**src/shared/erc_map.svh**
```systemverilog
// register offsets, field positions, reset values for the third-supply control block
// assumes a 32-bit apb slave with byte addresses
`ifndef ERC_MAP_SVH
`define ERC_MAP_SVH
`define ERC_OFF_CTRL 12'h000
`define ERC_OFF_CFG 12'h004
`define ERC_OFF_STAT 12'h008
`define ERC_OFF_MASK 12'h00c
`define ERC_OFF_MODE 12'h010
`define ERC_CTRL_EN 0
`define ERC_CTRL_VSEL 1
`define ERC_CTRL_KEEP 2
`define ERC_CTRL_LATCH 3
`define ERC_CFG_SHARE 0
`define ERC_ST_OC 0
`define ERC_ST_UV 1
`define ERC_ST_FAIL 2
`define ERC_ST_BATUV 3
`define ERC_CTRL_RST 4'h0
`define ERC_MASK_RST 4'h0
`endif

```
**src/shared/erc_pkg.sv**
```systemverilog
// types for the third-supply control block
// assumes erc_map.svh provides the numeric constants
package erc_pkg;
  typedef enum logic [2:0] {
    ERC_INIT = 3'h0,
    ERC_NORMAL = 3'h1,
    ERC_STOP = 3'h3,
    ERC_SLEEP = 3'h2,
    ERC_RESTART = 3'h6,
    ERC_FAILSAFE = 3'h7
  } erc_mode_t;
  typedef enum logic [1:0] {
    ERC_CFG_NONE = 2'h0,
    ERC_CFG_ALONE = 2'h1,
    ERC_CFG_SHARE = 2'h3
  } erc_cfg_t;
  typedef struct packed {
    logic regOn;
    logic volt33;
    logic hpStage;
    logic lpStage;
  } erc_drive_t;
endpackage

```
**src/verilog/erc_ext_reg_ctrl.sv**
```systemverilog
// third-supply regulator control: lockable configuration, mode gating, status and irq
// assumes a power-on reset on resetn and sync analog indications on clk_sys
//
// Function
// - enable write in normal mode selects stand-alone configuration
// - share-mode write selects load-sharing configuration
// - first configuration locks; later changes ignored
// - lock cleared only by power-on reset, not soft reset
// - stand-alone: select 0 gives 5.0V, 1 gives 3.3V
// - load sharing ignores the voltage select bit
// - stand-alone: off in init/fail-safe, configurable normal, held otherwise
// - load sharing follows main supply state per mode
// - stop mode keeps share output only with keep-in-stop set
// - battery undervoltage switches off; auto-recovers unless latch-off set
// - status readable in a status register over the bus
// - stop mode: high-power stage follows base current thresholds
// - normal mode: only high-power stage active
// - stand-alone overcurrent only sets the flag, cleared by software
// - change after share mode sets command-fail, keeps configuration
// - stand-alone ignores configuration change silently, on/off still allowed
// - stand-alone third-supply undervoltage while switched on sets the undervoltage flag
//
// Local design decisions: the APB register port and the register offsets.
`timescale 1ns/1ps
`include "erc_map.svh"
module erc_ext_reg_ctrl (
  input wire logic clk_sys,
  input wire logic resetn,
  input wire logic softResetn,
  input wire logic psel,
  input wire logic penable,
  input wire logic pwrite,
  input wire logic [11:0] paddr,
  input wire logic [31:0] pwdata,
  input wire logic [3:0] pstrb,
  output logic [31:0] prdata,
  output logic pready,
  output logic pslverr,
  input wire erc_pkg::erc_mode_t chipMode,
  input wire logic mainSupplyOn,
  input wire logic batteryUv,
  input wire logic shuntLimit,
  input wire logic extRegUv,
  input wire logic baseCurHigh,
  input wire logic baseCurLow,
  output erc_pkg::erc_drive_t drive,
  output logic irq
);
  // ===========================================================
  // bus decode
  logic wrEn, rdEn, hit;
  assign wrEn = psel && penable && pwrite && pstrb[0];
  assign rdEn = psel && penable && !pwrite;
  assign hit = paddr == `ERC_OFF_CTRL || paddr == `ERC_OFF_CFG || paddr == `ERC_OFF_STAT ||
               paddr == `ERC_OFF_MASK || paddr == `ERC_OFF_MODE;
  assign pready = 1'b1;
  assign pslverr = psel && penable && !hit;

  // ===========================================================
  // state
  logic [3:0] ctrl_q, ctrl_d, mask_q, mask_d, stat_q, stat_d;
  erc_pkg::erc_cfg_t cfg_q, cfg_d;
  logic on_q, on_d, batLatch_q, batLatch_d, hp_q, hp_d;
  logic [31:0] prdata_d;
  erc_pkg::erc_drive_t drive_d;
  logic wCtrl, wCfg, wStat, wMask;
  logic cfgChange, failEv, ocEv, uvEv, batEv;
  assign wCtrl = wrEn && paddr == `ERC_OFF_CTRL;
  assign wCfg = wrEn && paddr == `ERC_OFF_CFG;
  assign wStat = wrEn && paddr == `ERC_OFF_STAT;
  assign wMask = wrEn && paddr == `ERC_OFF_MASK;

  always_comb begin
    ctrl_d = ctrl_q;
    mask_d = mask_q;
    cfg_d = cfg_q;
    cfgChange = 1'b0;
    if (wMask) begin
      mask_d = pwdata[3:0];
    end
    if (wCtrl) begin
      ctrl_d = pwdata[3:0];
    end
    // configuration lock: only the first selection is taken
    if (cfg_q == erc_pkg::ERC_CFG_NONE) begin
      if (wCfg && pwdata[`ERC_CFG_SHARE]) begin
        cfg_d = erc_pkg::ERC_CFG_SHARE;
      end else if (wCtrl && pwdata[`ERC_CTRL_EN] && chipMode == erc_pkg::ERC_NORMAL) begin
        cfg_d = erc_pkg::ERC_CFG_ALONE;
      end
    end else begin
      // a change means a share-bit write that differs from the locked choice, or an enable write while locked to sharing
      cfgChange = wCfg && (pwdata[`ERC_CFG_SHARE] != (cfg_q == erc_pkg::ERC_CFG_SHARE));
      if (cfg_q == erc_pkg::ERC_CFG_SHARE && wCtrl && pwdata[`ERC_CTRL_EN]) begin
        cfgChange = 1'b1;
      end
    end
  end
  assign failEv = cfgChange && cfg_q == erc_pkg::ERC_CFG_SHARE;
  assign ocEv = shuntLimit && cfg_q == erc_pkg::ERC_CFG_ALONE;
  assign uvEv = extRegUv && cfg_q == erc_pkg::ERC_CFG_ALONE && on_q;
  assign batEv = batteryUv && cfg_q != erc_pkg::ERC_CFG_NONE;

  // ===========================================================
  // status: set wins over write-one clear
  always_comb begin
    stat_d = stat_q;
    if (wStat) begin
      stat_d = stat_q & ~pwdata[3:0];
    end
    stat_d = stat_d | {batEv, failEv, uvEv, ocEv};
  end

  // ===========================================================
  // output gating per mode
  always_comb begin
    on_d = on_q;
    batLatch_d = batLatch_q;
    hp_d = hp_q;
    if (batteryUv && cfg_q != erc_pkg::ERC_CFG_NONE && ctrl_q[`ERC_CTRL_LATCH]) begin
      batLatch_d = 1'b1;
    end
    if (wCtrl && !pwdata[`ERC_CTRL_LATCH]) begin
      batLatch_d = 1'b0;
    end
    unique case (cfg_q)
      erc_pkg::ERC_CFG_ALONE: begin
        unique case (chipMode)
          erc_pkg::ERC_INIT, erc_pkg::ERC_FAILSAFE: on_d = 1'b0;
          erc_pkg::ERC_NORMAL: on_d = ctrl_q[`ERC_CTRL_EN];
          default: on_d = on_q;
        endcase
      end
      erc_pkg::ERC_CFG_SHARE: begin
        unique case (chipMode)
          erc_pkg::ERC_NORMAL: on_d = mainSupplyOn;
          erc_pkg::ERC_RESTART: on_d = 1'b1;
          erc_pkg::ERC_STOP: on_d = mainSupplyOn && ctrl_q[`ERC_CTRL_KEEP];
          default: on_d = 1'b0;
        endcase
      end
      default: on_d = 1'b0;
    endcase
    // stop mode hysteresis between the two stages
    if (chipMode == erc_pkg::ERC_STOP) begin
      if (baseCurHigh) begin
        hp_d = 1'b1;
      end else if (baseCurLow) begin
        hp_d = 1'b0;
      end
    end else begin
      hp_d = chipMode == erc_pkg::ERC_NORMAL;
    end
  end

  always_comb begin
    drive_d.regOn = on_q && !batteryUv && !batLatch_q;
    drive_d.volt33 = cfg_q == erc_pkg::ERC_CFG_ALONE && ctrl_q[`ERC_CTRL_VSEL];
    drive_d.hpStage = drive_d.regOn && hp_q;
    drive_d.lpStage = drive_d.regOn && chipMode != erc_pkg::ERC_NORMAL;
    prdata_d = 32'h0;
    if (rdEn) begin
      unique case (paddr)
        `ERC_OFF_CTRL: prdata_d = {28'h0, ctrl_q};
        `ERC_OFF_CFG: prdata_d = {30'h0, cfg_q};
        `ERC_OFF_STAT: prdata_d = {27'h0, drive.regOn, stat_q};
        `ERC_OFF_MASK: prdata_d = {28'h0, mask_q};
        `ERC_OFF_MODE: prdata_d = {29'h0, chipMode};
        default: prdata_d = 32'h0;
      endcase
    end
  end
  assign prdata = prdata_d;

  // ===========================================================
  // registers: lock state sees only the power-on reset
  always_ff @(posedge clk_sys or negedge resetn) begin
    if (!resetn) begin
      cfg_q <= erc_pkg::ERC_CFG_NONE;
    end else begin
      cfg_q <= cfg_d;
    end
  end

  always_ff @(posedge clk_sys or negedge resetn) begin
    if (!resetn) begin
      ctrl_q <= `ERC_CTRL_RST;
      mask_q <= `ERC_MASK_RST;
      stat_q <= 4'h0;
      on_q <= 1'b0;
      batLatch_q <= 1'b0;
      hp_q <= 1'b0;
      drive <= '0;
      irq <= 1'b0;
    end else if (!softResetn) begin
      ctrl_q <= `ERC_CTRL_RST;
      mask_q <= `ERC_MASK_RST;
      stat_q <= 4'h0;
      on_q <= 1'b0;
      batLatch_q <= 1'b0;
      hp_q <= 1'b0;
      drive <= '0;
      irq <= 1'b0;
    end else begin
      ctrl_q <= ctrl_d;
      mask_q <= mask_d;
      stat_q <= stat_d;
      on_q <= on_d;
      batLatch_q <= batLatch_d;
      hp_q <= hp_d;
      drive <= drive_d;
      irq <= |(stat_d & mask_d);
    end
  end
endmodule // erc_ext_reg_ctrl

```
**config.mk**
```make
export PLATFORM = sky130hd
export DESIGN_NAME = erc_ext_reg_ctrl
export DESIGN_NICKNAME = d
export VERILOG_FILES = /design/src/shared/erc_pkg.sv /design/src/verilog/erc_ext_reg_ctrl.sv
export VERILOG_INCLUDE_DIRS = /design/src /design/src/shared
export SDC_FILE = /design/constraint.sdc
export NUM_CORES = 1
export LEC_CHECK = 0
export BUFFER_PORTS_ARGS = -buffer_cell sky130_fd_sc_hd__buf_2
export CAP_MARGIN = 10
export CORE_MARGIN = 2
export CORE_UTILIZATION = 45
export CTS_CLUSTER_SIZE = 24
export DETAILED_ROUTE_END_ITERATION = 10
export GPL_TIMING_DRIVEN = 0
export PLACE_DENSITY = 0.85
export SYNTH_ARGS = -nofsm -noshare
export SYNTH_HDL_FRONTEND = slang
export SYNTH_SLANG_ARGS = --single-unit
```
**constraint.sdc**
```tcl
create_clock -name clk_sys -period 3 [get_ports clk_sys]
set_clock_uncertainty 0.05 [all_clocks]
set_input_delay 0.15 -clock clk_sys [delete_from_list [all_inputs] [get_ports clk_sys]]
set_output_delay 0.15 -clock clk_sys [all_outputs]
set_load 0.005 [all_outputs]
```
---- Word-level counts from Yosys, hierarchy flattened ----
Cells that the tools add are included.
cells by class
  bitwise gates (word level) .............. 4
  equality and inequality tests ........... 16
  multiplexer cells ....................... 25
  reductions and logical operators ........ 45
operator list
  cell                                                   number
  logical AND 1 bit                                      28
  two-way mux 4 bit                                      7
  case mux 5 bit (5 select lines)                        1
  equality test 12 x 4 -> 1 bit (second input constant)  2
  equality test 12 x 3 -> 1 bit (second input constant)  1
  equality test 12 x 5 -> 1 bit (second input constant)  1
  logical NOT 12 bit                                     1
  two-way mux 1 bit                                      11
  AND 4 bit                                              2
  equality test 3 bit (second input constant)            2
  != test 3 x 1 -> 1 bit (second input constant)         2
  logical NOT 1 bit                                      5
  two-way mux 5 bit                                      1
  logical OR 1 bit                                       4
  two-way mux 2 bit                                      2
  != test 4 x 3 -> 1 bit (second input constant)         1
  != test 4 bit (second input constant)                  1
  inverter 4 bit                                         1
  bitwise OR 4 bit                                       1
  case mux 1 bit (2 select lines)                        2
  nonzero test 2 bit                                     2
  OR reduction 4 bit                                     1
  equality test 3 x 1 -> 1 bit (second input constant)   1
  equality test 3 x 2 -> 1 bit (second input constant)   1
  9 further kinds                                        9
word-level totals
  input bits .............................. 63
  register bits after elaboration ......... 22
  output and inout bits ................... 39

---- Depth between registers and ports, before layout ----
  word-level depth ........................ 13
  depth in mapped cells ................... 7
  mapped depth without buffers ............ 5

---- Worst setup path before layout ----
OpenSTA, ideal clock, no wires.
  kind .................................... in2reg
  from .................................... input port paddr[4]
  to ...................................... register irq
  stages .................................. 6
  library setup time ...................... 0.129 ns
  setup slack ............................. 0.911 ns
  data arrival time ....................... 1.910 ns
  cell sequence ........................... buf_6 > or4b_4 > nor4_4 > mux2i_1 > a21oi_1 > a2111o_1
on the way
  longest elaborated chain between the ends .. 11
  elaborated cells between the ends (all ways) .. 20
RTL lines
  item                                RTL line                 text
  start, declared                     erc_ext_reg_ctrl.sv:33   input wire logic [11:0] paddr,
  logical NOT 12 bit                  --
  logical AND 1 bit (no source line)  --
  logical AND 1 bit (2 in a row)      erc_ext_reg_ctrl.sv:94   if (cfg_q == erc_pkg::ERC_CFG_SHARE && wCtrl && pwdata[`ERC_CTRL_EN]) begin
  two-way mux 1 bit                   erc_ext_reg_ctrl.sv:94
  two-way mux 1 bit                   erc_ext_reg_ctrl.sv:85   if (cfg_q == erc_pkg::ERC_CFG_NONE) begin
  logical AND 1 bit                   erc_ext_reg_ctrl.sv:99   assign failEv = cfgChange && cfg_q == erc_pkg::ERC_CFG_SHARE;
  bitwise OR 4 bit                    erc_ext_reg_ctrl.sv:111  stat_d = stat_d | {batEv, failEv, uvEv, ocEv};
  AND 4 bit (*)                       erc_ext_reg_ctrl.sv:212  irq <= |(stat_d & mask_d);
  OR reduction 4 bit (*)              erc_ext_reg_ctrl.sv:212
  two-way mux 1 bit (*)               erc_ext_reg_ctrl.sv:195  end else if (!softResetn) begin
  end signal, assigned                erc_ext_reg_ctrl.sv:212
  end, declared                       erc_ext_reg_ctrl.sv:47   output logic irq
Mark *: on every way between the ends. The rest lies on a longest branch, timed or not.
A chain may end at the register's enable or synchronous reset.

---- Worst setup path in the final report ----
  from .................................... input port paddr[3]
  to ...................................... output port prdata[0]
on the way
  longest elaborated chain between the ends .. 3
  elaborated cells between the ends (all ways) .. 7
RTL lines
  item                                                         RTL line                 text
  equality test 12 x 5 -> 1 bit, or another cell as far along  erc_ext_reg_ctrl.sv:163  unique case (paddr)
  case mux 5 bit (5 select lines) (*)                          erc_ext_reg_ctrl.sv:163
  two-way mux 5 bit (*)                                        erc_ext_reg_ctrl.sv:162  if (rdEn) begin
  end, declared                                                erc_ext_reg_ctrl.sv:36   output logic [31:0] prdata,
Marked as above.

==> impl_metrics.ini <==
[status]
status = complete, no violations

[clock_network]
cts.root.buffer_cell = clkbuf_4
cts.clk_slew.worst_paths_ns = 0.12
clockBufferDepth = 2
htree_num_levels = 1
cts_tree = built
clock_latency_ns = 0.31
post_cts.repair.setup_buffers = 0
cts_num_sinks = 22
numCtsBuffers = 3

[die]
placement_rows = 21
initial_utilization_pct = 46.7
die-area_um2 = 3950
dieHeight_um = 62.9
core_um2 = 3340
ioPinCount = 102
chipWidth_um = 62.9

[sta]
setup_viol_count_final = 0
fin_crit_sh_pct = 74.9
layout_min_cycle_time_ns = 2.25
timing.fmax_mhz = 445
max-slew-margin-rel_pct = 58.6
setup_tns_ns = 0
report.final.hold_viol_count = 0
setup_repair_after_global_routing_missed_its_margin = false
worstMarginPinSlew_ns = 0.616
slew_viol_final = 0

[worst_setup_path]
critPathTopFamily = simple AND/OR/NAND/NOR gates
worst_path_fanout_max = 10
timing.critical_path.slowest_cell_delay_ns = 0.61
crit_required_ns = 2.80
slowest_stage = or4_1
timing.critical_path.cells = buf_2 -> clkbuf_1 -> or4_1 -> nor3_1 -> a222oi_1 -> nor2_1 -> buf_2
timing.critical_path.mode_cell = buf_2
cp-end-kind = output pin
type_of_origin_of_the_critical_path = input port
worst-endpoint-arrival_ns = 2.05
worstSetupPathType = input port to output pin
path_buf_inv = 3

[cells_and_area]
syn2layout_area_growth_pct = 27.4
drive_gt1_share_pct = 34.8
multi_input_gate_area_um2 = 852
antenna_cells_inserted = 0
register_area_um2 = 551
final_area_um2 = 1990
fin_nets = 308
filler_cell_count = 307

[synthesis]
yosys_warnings = 0
netlist.top_cell.by_area = dfrtp_1
synth_unique_cells = 43
ys_ff_latch = 22
synth_sequential_area_ratio_pct = 35.3
syn-instance-count = 170
synth_enable_flop_cells = 0
async_flop_share_pct = 100
biggest_area_contributors_in_the_synthesized_netlist = dfrtp_1, buf_4, mux2i_1
ys_dominant_reg_cell = dfrtp_1
netlist_area_before_placement_um2 = 1560
synth_top_cell_area_share_pct = 35.3
avgSynthCellArea_um2 = 9.17

[detailed_routing]
vias_per_cell = 5.03
drt_iter0_markers = 75
routedWlPerCell_um = 12.7
drt-pass1-iter-count = 5
via_count = 1460
post-route-drc-count = 0
wirelength_um = 3680
antenna_left = 0

[global_routing]
antenna_violations_before_repair = 0
grt-ovfl-total = 0
track_usage_pct = 19.3
pin_count_of_the_biggest_net_entering_global_routing = 23
grt_first_pass_wirelength_um = 6080
via_count_of_the_first_global_routing_pass = 1347

[power]
clockPowerShare_pct = 28.5
share_seq_of_total_power_pct = 52.8
internal_cell_power_mw = 0.425
share_comb_of_total_power_pct = 18.7
power.static_leakage_nw = 0.987
sw_frac_of_total_pct = 24.8
switchingPower_mw = 0.140
ir_worst_vdd_mv = 0.135
power-per-cell-area_nw_per_um2 = 285

[run]
max-cap-violations = 0

[min_path]
hp-class = input port to flop

[placed_design]
gp_congestion = 0.898
io_buffers = 41
placement.cell_area_um2 = 1920
dp_hpwl_um = 2960
==> power by group through the flow <==
stage / Combinational, mW / Sequential (mW) / Clock, mW
5_1_grt: 0.117 / 0.299 / 0.176
2_1_floorplan: 0.0593 / 0.304 / 0
6_report: 0.106 / 0.298 / 0.161
4_1_cts: 0.104 / 0.298 / 0.162
3_3_place_gp: 0.0992 / 0.304 / 0
3_5_place_dp: 0.101 / 0.304 / 0
==> flip-flops by register name, indices dropped and copies added (netlist names) <==
signal      count
batLatch_q      1
cfg_q           2
ctrl_q          4
drive           4
hp_q            1
irq             1
mask_q          4
on_q            1
stat_q          4
==> final timing paths <==
kind | startpoint | endpoint | slack (ns) | cells after the start
setup / recovery | paddr[3] | prdata[0] | 0.75 | 7
hold / removal | pwdata[3] | stat_q[3] | 0.03 | 2
setup reg to reg | cfg_q[1] | irq | 1.34 | 5
hold reg to reg | batLatch_q | drive[0] | 0.44 | 1
max in group asynchronous | resetn | stat_q[1] | 2.30 | 2
min in group asynchronous | resetn | drive[1] | 0.27 | 2
==> routing by layer <==
metal | global-route usage (%) | wire length, µm | up-vias | share of wire [%]
met3 | 3.60 | 292 | 6 | 7.9
met5 | 0 | 0 | - | 0
met1 | 24.5 | 1460 | 681 | 40
li1 | - | - | 714 | -
met4 | 6.67 | 44 | 0 | 1.2
met2 | 32.6 | 1880 | 59 | 51
==> final cells by class <==
class | instances | area share (%)
inverters | 5 | 0.945
well taps | 46 | 2.90
clock buffers | 4 | 1.83
plain buffers | 32 | 11.8
multi-input cells | 137 | 42.9
flip-flops and latches | 22 | 27.7
repair buffers | 44 | 11.8
==> worst reg2reg max path, delay by kind of cell (launching register included) <==
kind / cells / cell delay, ns
compound gates: 4 / 0.95
flops: 1 / 0.37
buf+inv: 1 / 0.17
==> synthesized netlist by cell type, types with 3 or more instances <==
master / n
nor2_1: 15
nand4_1: 3
nor2b_1: 4
a31oi_1: 3
a21oi_1: 6
nor4_1: 4
dfrtp_1: 22
nand3_1: 3
inv_1: 4
o21ai_0: 8
nor3_1: 3
buf_4: 28
mux2i_1: 9
or4_1: 4
mux2_2: 4
nand2_1: 10
nor3b_1: 3
and2_1: 3
==> what timing repair did <==
action / 4_1_cts / 5_1_grt
hold buffers: 3 / 0
gates resized for setup: 0 / 0
hold endpoints to repair: 24 / 0
==> per-stage QoR <==
stage | setup WS (ns) | instances | util (%) | total power [mW] | hold slack [ns]
2_1_floorplan | 0.911 | 196 | - | 0.363 | -0.196
3_3_place_gp | 0.696 | 283 | 57.5 | 0.403 | 0.0860
3_5_place_dp | 0.665 | 283 | 57.5 | 0.405 | 0.0920
4_1_cts | 0.770 | 290 | 59.5 | 0.564 | 0.0393
5_1_grt | 0.636 | 290 | 59.5 | 0.592 | 0.0507
6_report | 0.753 | 290 | 59.5 | 0.565 | 0.0350
==> placed cells by master (no fill, tap or decap), types with 2 or more instances in the layout <==
| cell | count |
|---|---|
| dfrtp_1 | 22 |
| a211oi_1 | 2 |
| and2_1 | 3 |
| mux2_2 | 4 |
| or4_1 | 4 |
| a21oi_1 | 6 |
| a222oi_1 | 2 |
| nand3_1 | 3 |
| inv_1 | 4 |
| and4_1 | 2 |
| a32oi_1 | 2 |
| or3_1 | 2 |
| nor4_1 | 4 |
| buf_4 | 28 |
| nor2b_1 | 4 |
| nor2_1 | 15 |
| a31oi_1 | 3 |
| mux2i_1 | 9 |
| nor3b_1 | 3 |
| nor4_4 | 2 |
| clkbuf_4 | 3 |
| nor3_1 | 3 |
| conb_1 | 28 |
| dlygate4sd3_1 | 3 |
| and3_1 | 2 |
| nand2_1 | 10 |
| buf_2 | 43 |
| nand4_1 | 3 |
| o21ai_0 | 8 |
==> kinds of logic after synthesis <==
logic type | share of synthesized area (%)
other cells | 0.482
simple gates | 25.4
compound gates | 13.9
flops | 35.3
buf+inv | 16.3
mux | 8.67
(Power assumes the default switching activity.)
